[src/logic/lsc_pkg.sv]
// Package with types and constants for the link sync start-up control block.
package lsc_pkg;

    // Sync source selector encodings.
    localparam logic [1:0] LSC_SRC_SE = 2'h0;
    localparam logic [1:0] LSC_SRC_TS = 2'h1;
    localparam logic [1:0] LSC_SRC_ALT = 2'h2;

    // Minimum count of clock cycles spent in code group sync before it counts as done.
    localparam int unsigned LSC_CGS_MIN_NS = 200;
    localparam int unsigned LSC_CLK_MHZ = 20;
    localparam int unsigned LSC_CGS_CYC_RAW = (LSC_CGS_MIN_NS * LSC_CLK_MHZ + 999) / 1000;
    localparam int unsigned LSC_CGS_CYC = (LSC_CGS_CYC_RAW < 1) ? 1 : LSC_CGS_CYC_RAW;
    localparam int LSC_CNT_W = 4;
    localparam logic [LSC_CNT_W-1:0] LSC_CNT_ZERO = 4'h0;
    localparam logic [LSC_CNT_W-1:0] LSC_CNT_ONE = 4'h1;
    localparam logic [LSC_CNT_W-1:0] LSC_CGS_DONE_CNT = LSC_CNT_W'(LSC_CGS_CYC);

    // Link start-up states, Gray coded along the usual path.
    typedef enum logic [1:0] {
        LSC_ST_IDLE = 2'b00,
        LSC_ST_CGS = 2'b01,
        LSC_ST_ILAS = 2'b11,
        LSC_ST_DATA = 2'b10
    } lsc_state_t;

    // Link start-up status carried out of the block together.
    typedef struct packed {
        logic cgs;
        logic ilas;
        logic data;
    } lsc_status_t;

    localparam lsc_status_t LSC_STATUS_RST = 3'h0;

endpackage

[src/logic/lsc_link_sync.sv]
// Link sync response: drives code group sync and lane alignment start-up.
//
// Overview of operation
// - The single-ended sync input is active low and starts the 8B/10B link when the selector is 0.
// - In 64B/66B modes the sync request is ignored and start-up never depends on its level.
// - In 8B/10B modes a low sync request starts code group synchronization on the lanes.
// - After synchronization the receiver raises sync and the device then sends the lane alignment sequence.
// - The sync request can come from the timestamp input or the alternate sync pin instead.
`timescale 1ns/1ps
`default_nettype none
module lsc_link_sync
    import lsc_pkg::*;
(
    // Clock and reset
    input wire logic i_clk,
    input wire logic i_rst_n,
    // Configuration, from logic on this clock
    input wire logic i_enc_64b66b,
    input wire logic [1:0] i_sync_sel,
    input wire logic i_link_en,
    input wire logic i_ilas_done,
    // Sync pins, asynchronous
    input wire logic i_single_ended_link_sync_in,
    input wire logic i_timestamp_input,
    input wire logic i_alt_link_sync_in,
    // Status
    output lsc_status_t o_status,
    output logic o_sync_req
);

    logic se_sync;
    logic ts_sync;
    logic alt_sync;
    lsc_state_t state;
    lsc_state_t next_state;
    logic [LSC_CNT_W-1:0] cgs_cnt;
    logic [LSC_CNT_W-1:0] next_cgs_cnt;
    lsc_status_t next_status;

    lsc_sync2 #(.RST_VAL(1'b1)) u_sync_se (
        .i_clk(i_clk),
        .i_rst_n(i_rst_n),
        .i_d(i_single_ended_link_sync_in),
        .o_q(se_sync)
    );

    lsc_sync2 #(.RST_VAL(1'b1)) u_sync_ts (
        .i_clk(i_clk),
        .i_rst_n(i_rst_n),
        .i_d(i_timestamp_input),
        .o_q(ts_sync)
    );

    lsc_sync2 #(.RST_VAL(1'b1)) u_sync_alt (
        .i_clk(i_clk),
        .i_rst_n(i_rst_n),
        .i_d(i_alt_link_sync_in),
        .o_q(alt_sync)
    );

    // Unselected pins may be tied low on the board, so only the chosen source is looked at.
    function automatic logic pick_sync(
        input logic [1:0] sel,
        input logic se_lvl,
        input logic ts_lvl,
        input logic alt_lvl
    );
        logic lvl;
        lvl = 1'b1;
        case (sel)
            LSC_SRC_SE:
            begin
                lvl = se_lvl;
            end
            LSC_SRC_TS:
            begin
                lvl = ts_lvl;
            end
            LSC_SRC_ALT:
            begin
                lvl = alt_lvl;
            end
            default:
            begin
                lvl = 1'b1;
            end
        endcase
        return lvl;
    endfunction

    // A request only counts in 8B/10B; in 64B/66B the pin level is a don't-care.
    function automatic logic wants_cgs(
        input logic enc_64b66b,
        input logic req
    );
        return !enc_64b66b && req;
    endfunction

    function automatic lsc_status_t status_of(
        input lsc_state_t st
    );
        lsc_status_t s;
        s = LSC_STATUS_RST;
        s.cgs = (st == LSC_ST_CGS);
        s.ilas = (st == LSC_ST_ILAS);
        s.data = (st == LSC_ST_DATA);
        return s;
    endfunction

    wire logic sel_sync = pick_sync(i_sync_sel, se_sync, ts_sync, alt_sync);
    wire logic sync_req = !sel_sync;
    wire logic req_8b10b = wants_cgs(i_enc_64b66b, sync_req);
    wire logic cgs_done = (cgs_cnt >= LSC_CGS_DONE_CNT);
    wire logic [LSC_CNT_W-1:0] cgs_cnt_inc = cgs_cnt + LSC_CNT_ONE;
    wire logic stay_cgs = (state == LSC_ST_CGS) && (next_state == LSC_ST_CGS);

    assign next_status = status_of(next_state);

    always_comb
    begin
        next_state = state;
        case (state)
            LSC_ST_IDLE:
            begin
                if (i_link_en && i_enc_64b66b)
                begin
                    next_state = LSC_ST_DATA;
                end
                else if (i_link_en && req_8b10b)
                begin
                    next_state = LSC_ST_CGS;
                end
            end
            LSC_ST_CGS:
            begin
                // The minimum stay is counted first, so an early release is held off.
                if (i_enc_64b66b)
                begin
                    next_state = LSC_ST_DATA;
                end
                else if (cgs_done && !sync_req)
                begin
                    next_state = LSC_ST_ILAS;
                end
            end
            LSC_ST_ILAS:
            begin
                if (req_8b10b)
                begin
                    next_state = LSC_ST_CGS;
                end
                else if (i_ilas_done)
                begin
                    next_state = LSC_ST_DATA;
                end
            end
            LSC_ST_DATA:
            begin
                // A fresh request in 8B/10B restarts the link; 64B/66B never looks.
                if (req_8b10b)
                begin
                    next_state = LSC_ST_CGS;
                end
            end
            default:
            begin
                next_state = LSC_ST_IDLE;
            end
        endcase
        if (!i_link_en)
        begin
            next_state = LSC_ST_IDLE;
        end
    end

    // The count restarts from zero on every entry into code group sync.
    always_comb
    begin
        next_cgs_cnt = LSC_CNT_ZERO;
        if (stay_cgs && !cgs_done)
        begin
            next_cgs_cnt = cgs_cnt_inc;
        end
        else if (stay_cgs)
        begin
            next_cgs_cnt = cgs_cnt;
        end
    end

    always_ff @(posedge i_clk or negedge i_rst_n)
    begin
        if (!i_rst_n)
        begin
            state <= LSC_ST_IDLE;
            cgs_cnt <= LSC_CNT_ZERO;
        end
        else
        begin
            state <= next_state;
            cgs_cnt <= next_cgs_cnt;
        end
    end

    // Status is registered from the next state so it lines up with the state register.
    always_ff @(posedge i_clk or negedge i_rst_n)
    begin
        if (!i_rst_n)
        begin
            o_status <= LSC_STATUS_RST;
            o_sync_req <= 1'b0;
        end
        else
        begin
            o_status <= next_status;
            o_sync_req <= req_8b10b;
        end
    end

endmodule
`default_nettype wire

[src/logic/lsc_sync2.sv]
// Two-flop synchroniser for the external sync pins.
`timescale 1ns/1ps
`default_nettype none
module lsc_sync2
    import lsc_pkg::*;
#(
    parameter logic RST_VAL = 1'b1
)
(
    // Clock and reset
    input wire logic i_clk,
    input wire logic i_rst_n,
    // Data
    input wire logic i_d,
    output logic o_q
);

    logic meta;

    always_ff @(posedge i_clk or negedge i_rst_n)
    begin
        if (!i_rst_n)
        begin
            meta <= RST_VAL;
            o_q <= RST_VAL;
        end
        else
        begin
            meta <= i_d;
            o_q <= meta;
        end
    end

endmodule
`default_nettype wire

[config.mk]
export PLATFORM = sky130hd
export DESIGN_NAME = lsc_link_sync
export DESIGN_NICKNAME = d
export VERILOG_FILES = /design/src/logic/lsc_pkg.sv /design/src/logic/lsc_link_sync.sv /design/src/logic/lsc_sync2.sv
export SDC_FILE = /design/constraint.sdc
export NUM_CORES = 1
export LEC_CHECK = 0
export BUFFER_PORTS_ARGS = -buffer_cell sky130_fd_sc_hd__buf_2
export CORE_AREA = 4 4 41 43
export CTS_CLUSTER_DIAMETER = 40
export DETAILED_ROUTE_END_ITERATION = 7
export DIE_AREA = 0 0 45 47
export GPL_ROUTABILITY_DRIVEN = 0
export GPL_TIMING_DRIVEN = 0
export PLACE_DENSITY = 0.81
export SLEW_MARGIN = 15
export SYNTH_ARGS = -nofsm -noshare
export SYNTH_HDL_FRONTEND = slang
export SYNTH_SLANG_ARGS = --single-unit
[constraint.sdc]
create_clock -name i_clk -period 3.8 [get_ports i_clk]
set_input_delay 0 -clock i_clk [delete_from_list [all_inputs] [get_ports i_clk]]
set_output_delay 0 -clock i_clk [all_outputs]
set_load 0.05 [all_outputs]
==> results of run 1 <==
==> cell usage after synthesis, drive strengths merged (2+ instances only) <==
library cell	n	area [µm²]
mux2i	4	40.04
dfrtp	10	250.2
and2	2	12.51
nor2	3	11.26
inv	3	11.26
nor4	4	50.05
dfstp	6	157.7
==> layout make-up <==
class	count	area, µm²
fillers	107	509.2
multi-input cells	23	191.4
inverters	3	11.26
clock buffers	4	36.28
plain buffers	1	11.26
well taps	15	18.77
flip-flops and latches	16	407.9
repair buffers	18	115.1
==> stage by stage <==
step           worst slack [ns]  instance area (µm²)  hold WS, ns  cells
2_1_floorplan             2.369                621.8      -0.2956     43
3_3_place_gp              2.325                705.7     -0.08301     71
3_5_place_dp              2.308                705.7     -0.07947     71
4_1_cts                   2.281                792.0      0.04370     80
5_1_grt                   2.185                792.0      0.08176     80
6_report                  2.300                792.0      0.04870     80
==> flip-flops by register name (all words and copies together), names as in the netlist <==
name	count
u_sync_ts.meta	1
u_sync_se.meta	1
u_sync_se.o_q	1
o_sync_req	1
u_sync_alt.o_q	1
state	2
u_sync_ts.o_q	1
o_status	3
cgs_cnt	4
u_sync_alt.meta	1
==> critical path: stages, from the launching register on <==
cell and delay [ns]:
dfrtp_1 0.39, or2_4 0.27, a21o_1 0.17, a31o_1 0.22, buf_6 0.14, nor4_2 0.23
==> layer usage <==
layer / vias to the layer above / wire, µm
met4: 0 / 12
met3: 2 / 65
met2: 8 / 465
li1: 190 / -
met5: - / 0
met1: 178 / 449
==> cell families after synthesis <==
kind of cell | count (synthesis) | share of synthesized area [%]
XOR/XNOR | 1 | 1.409
multiplexers | 4 | 6.439
AND/OR/NAND/NOR | 13 | 16.10
AO/OA/AOI/OAI | 4 | 4.829
adder cells (fa/ha/maj) | 1 | 2.012
buffers and inverters | 4 | 3.621
flip-flops | 16 | 65.59
==> what timing repair did <==
item                                    in CTS  in global routing
endpoints found under the setup margin       0                  0
hold buffers                                 5                  0
hold endpoints to repair                    20                  0
resized for setup                            0                  0
==> worst min-delay path by stage <==
stage	startpoint	to	slack [ns]	cells after the start
2_1_floorplan	i_rst_n	cgs_cnt[0]	-0.30	0
3_3_place_gp	i_rst_n	o_status[0]	-0.08	1
3_5_place_dp	i_rst_n	o_status[0]	-0.08	1
4_1_cts	i_sync_sel[1]	o_sync_req	0.04	3
5_1_grt	i_sync_sel[1]	o_sync_req	0.08	3
6_report	i_sync_sel[1]	o_sync_req	0.05	3
==> report_power, final <==
part           leakage, nW  internal (mW)  total [mW]  switching, mW
Combinational        0.169         0.0158      0.0406         0.0248
Sequential           0.198          0.180       0.183        0.00270
Clock               0.0210         0.0582       0.109         0.0510
==> impl_metrics.json, run 1 <==
{
  "critPathRequiredTime_ns": 4.00,
  "dp_hpwl_um": 681.1,
  "fin_crit_ns": 1.500,
  "use_met1_pct": 15.12,
  "gr-usage-all-layers_pct": 12.78,
  "synth-edff-count": 0,
  "area.growth.synth_to_final_pct": 27.36,
  "wl_per_cell_um": 12.40,
  "clk_latency_ns": 0.28,
  "ys_types": 18,
  "criticalPathCategory": "reg -> reg",
  "fin_util_pct": 60.87,
  "rows": 13,
  "status": "finished clean",
  "grt_max_degree": 17,
  "ios": 14,
  "cellLeakagePower_nw": 0.3886,
  "rr_endpoint": "cgs_cnt[0]",
  "drv_slew": 0,
  "design_power_total_mw": 0.3326,
  "use_met3_pct": 5.747,
  "yosysWarnings": 0,
  "clockBufferDepth": 2,
  "die_area_mm2": 0.002115,
  "ir_worst_vdd_mv": 0.2443,
  "syn-instance-count": 43,
  "cp-startpoint": "cgs_cnt[2]",
  "worst-endpoint-arrival_ns": 1.70,
  "tightest_slew_ns": 0.3512,
  "ys_seq_area_share_pct": 65.59,
  "fin_skew_ns": 0.01196,
  "r2r_start": "cgs_cnt[2]",
  "overflow": 0,
  "ant_nets": 0,
  "post_cts_buffers": 0,
  "ctsHtreeMaxLevel": 1,
  "rr_worst_depth": 5,
  "gr-usage-met2_pct": 18.64,
  "powerDensity_mw_per_mm2": 420.0,
  "first_iter_violations": 3,
  "fp.dieW_um": 45,
  "antenna_found_initial": 0,
  "dr_total_vias": 378,
  "rsz0062_at_grt": "no",
  "finalCritPeriodShare_pct": 39.47,
  "drc": 0,
  "fin_setup_tns_ns": 0,
  "endpoint": "cgs_cnt[0]",
  "setup_viol": 0,
  "relSlewSlack_pct": 76.58,
  "async_flop_share_pct": 100.0,
  "clock-sinks": 16,
  "postSynthAreaPerCell_um2": 14.46,
  "end_kind": "register",
  "core_mm2": 0.001301,
  "netlist_area_um2": 621.8,
  "fmax_mhz": 666.7,
  "ys_ff_latch": 16,
  "regToRegSetupSlack_ns": 2.30,
  "grt_pass1_wl_um": 1800,
  "clk_pin_slew_ns": 0.10,
  "start_util_pct": 47.79,
  "fp.dieH_um": 47,
  "cts_tree": "yes",
  "nets": 77,
  "worstPathMaxFanout": 8,
  "synth_ff_type": "dfrtp_1",
  "busiest_layer": "met2",
  "drv_cap": 0,
  "final_common_cell": "buf_2",
  "antennaDiodeCount": 0,
  "hp-class": "in -> reg",
  "cts-root-buf": "clkbuf_4",
  "synth_fp_nets": 54,
  "drive_gt1_share_pct": 44.62,
  "layout_common_cells": "buf_2, dfrtp_1, dfstp_2",
  "first_pass_iters": 2,
  "grt_pass1_vias": 407,
  "hold_violations": 0,
  "cts-buffers-inserted": 3,
  "portBuffers": 13,
  "start_kind": "register",
  "routed_wl_um": 992,
  "viasPerCell": 4.725
}
Power figures use the tool's default switching activity.
==> run 2: changes to the inputs <==
Settings changed: ABC_AREA set to 1, CORE_AREA 4 4 41 43 to not set, CORE_MARGIN set to 4, CORE_UTILIZATION set to 45, DIE_AREA 0 0 45 47 to not set, PLACE_DENSITY 0.81 to 0.82.
Clock period 3.8 ns to 1.25 ns, I/O delays scaled along.
==> impl_metrics.json, run 2 <==
{
  "r2r_start": "u_sync_ts.o_q",
  "swShare_pct": 24.15,
  "yosysWarnings": 0,
  "regToRegSetupSlack_ns": -0.06,
  "reg_top3": "cgs_cnt x4, o_status x3, state x2",
  "rr_endpoint": "cgs_cnt[0]",
  "fin_area_um2": 865.8,
  "drc": 0,
  "overflow": 0,
  "final_common_cell": "buf_2",
  "yosysMostFrequentCell": "inv_1",
  "clk_pin_slew_ns": 0.09,
  "p_comb_share_pct": 14.1,
  "dr_total_vias": 461,
  "p_switching_mw": 0.2490,
  "dp_slack_ns": -0.1025,
  "criticalPathCategory": "reg -> reg",
  "synth_top_family_by_area": "simple AND/OR/NAND/NOR gates",
  "finalCritPeriodShare_pct": 104.6,
  "fin_skew_ns": 0.004965,
  "synth-xor-area-share_pct": 0,
  "fp.dieW_um": 46.10,
  "relSlewSlack_pct": 77.83,
  "violations": "negative setup slack",
  "first_iter_violations": 7,
  "hold_violations": 0,
  "antennaDiodeCount": 0,
  "ys_types": 17,
  "largest-register": "cgs_cnt",
  "postSynthAreaPerCell_um2": 10.71,
  "clockBufferDepth": 2,
  "clockPowerShare_pct": 31.7,
  "setup_viol": 7,
  "rr_worst_depth": 9,
  "yosysTopAreaCell": "dfrtp_1",
  "rsz0062_at_grt": "yes",
  "grt_pass1_vias": 413,
  "clock-sinks": 16,
  "fin_util_pct": 64.92,
  "clk_latency_ns": 0.28,
  "cts_tree": "yes",
  "synth-adder-area-share_pct": 1.916,
  "synth-compound-area-share_pct": 5.172,
  "yosys.area.top_type_share_pct": 38.31,
  "worst-endpoint-arrival_ns": 1.49,
  "hp-class": "in -> async",
  "critPathRequiredTime_ns": 1.43,
  "ctsHtreeMaxLevel": 1,
  "cts-buffers-inserted": 3,
  "timing.hold.ws_ns": 0.1324,
  "core_mm2": 0.001334,
  "die_area_mm2": 0.002125,
  "syn-instance-count": 61,
  "drive_gt1_share_pct": 45.45,
  "tightest_slew_ns": 0.3325,
  "rows": 13,
  "dp_hpwl_um": 784.3,
  "synth_commonest_cells": "inv_1, dfrtp_1",
  "synth-edff-count": 0,
  "grt_max_degree": 17,
  "synth-simple-area-share_pct": 22.99,
  "synth_ff_type": "dfrtp_1",
  "layout_common_cells": "buf_2, inv_1, dfrtp_1",
  "routed_wl_um": 1112,
  "synthTopCellsByArea": "dfrtp_1, dfstp_2, inv_1",
  "synth.mux.area_fraction_pct": 0,
  "fp.dieH_um": 46.10,
  "powerDensity_mw_per_mm2": 1191,
  "ys_seq_area_share_pct": 62.45,
  "status": "complete, but fails checks",
  "area.growth.synth_to_final_pct": 32.57,
  "antenna_found_initial": 0,
  "layout_setup_ws_ns": -0.05811,
  "design_power_total_mw": 1.031,
  "cellLeakagePower_nw": 0.4582,
  "synth_fp_nets": 72,
  "worstPathMaxFanout": 5,
  "largest_reg_flops": 4,
  "fin_crit_ns": 1.308,
  "sequentialPowerShare_pct": 54.2,
  "drv_cap": 0,
  "netlist_area_um2": 653.1,
  "fillCellCount": 111,
  "viasPerCell": 4.476,
  "ir_worst_vdd_mv": 0.7604,
  "async_flop_share_pct": 100.0,
  "start_kind": "register",
  "intPower_mw": 0.7822,
  "gr-usage-all-layers_pct": 12.61,
  "grt_pass1_wl_um": 1752,
  "cts-root-buf": "clkbuf_4",
  "fmax_mhz": 764.5,
  "start_util_pct": 48.97,
  "ys_ff_latch": 16,
  "wl_per_cell_um": 10.80,
  "portBuffers": 13,
  "first_pass_iters": 4,
  "place_area_um2": 737.0,
  "ios": 14,
  "nets": 100,
  "drv_slew": 0,
  "end_kind": "register",
  "ant_nets": 0
}
-- run 2: power by group through the flow --
| stage | Combinational [mW] | Sequential (mW) | Clock [mW] |
|---|---|---|---|
| global route | 0.160 | 0.560 | 0.360 |
| detailed placement | 0.116 | 0.568 | 0 |
| finish | 0.146 | 0.558 | 0.327 |
| global placement | 0.113 | 0.566 | 0 |
| floorplan | 0.0471 | 0.596 | 0 |
| CTS | 0.142 | 0.558 | 0.338 |
-- run 2: worst max-delay path by stage --
stage                              start    endpoint  slack (ns)  cells after the start
after floorplan               cgs_cnt[2]  cgs_cnt[0]        0.02                      8
after global placement        cgs_cnt[2]  cgs_cnt[0]       -0.07                      8
after detailed placement      cgs_cnt[2]  cgs_cnt[0]       -0.10                      8
after CTS                 u_sync_alt.o_q  cgs_cnt[0]       -0.08                      8
after global routing      u_sync_alt.o_q  cgs_cnt[1]       -0.15                      8
final                      u_sync_ts.o_q  cgs_cnt[0]       -0.06                      9
-- run 2: kinds of logic (layout without fill, tap and decap cells) --
group	after synthesis	in the layout
adder cells (fa/ha/maj)	1	1
AO/OA/AOI/OAI	4	4
AND/OR/NAND/NOR	27	27
flip-flops	16	16
buffers and inverters	13	40
-- run 2: layer usage --
layer  wire, µm  global-route usage (%)  vias to the layer above
met5          0                       0                        -
met4          8                   8.523                        0
met3         70                   4.688                        2
met2        556                   19.23                       10
met1        476                   14.57                      208
li1           -                       -                      241
-- run 2: per-stage QoR --
stage / cells / setup TNS [ns]
detailed placement: 89 / -0.3751
floorplan: 61 / 0
global route: 103 / -0.7116
CTS: 101 / -0.2989
global placement: 89 / -0.2390
finish: 103 / -0.2027
-- run 2: critical path, stage by stage, from the launching register on --
cell and delay [ns]:
dfstp_2 0.53, nand2_1 0.06, nand3_2 0.08, nand2_2 0.08
nand3_1 0.09, nand3_2 0.11, nand2_4 0.09, nor2_4 0.04
nand3_1 0.07, nand2_1 0.05
-- run 2: timing repair --
| item | in CTS | in global routing |
|---|---|---|
| setup buffers | 4 | 2 |
| pin swaps | 2 | 1 |
| hold buffers | 4 | 0 |
| endpoints found under the hold margin | 19 | 0 |
| setup endpoints to repair | 4 | 7 |
| gates resized for setup | 2 | 0 |
-- run 2: layout make-up --
class,instances,area (µm²),area share [%]
multi-input cells,32,203.9,23.55
well taps,15,18.77,2.168
inverters,13,48.80,5.636
clock buffers,4,36.28,4.191
repair buffers,23,150.1,17.34
flip-flops and latches,16,407.9,47.11
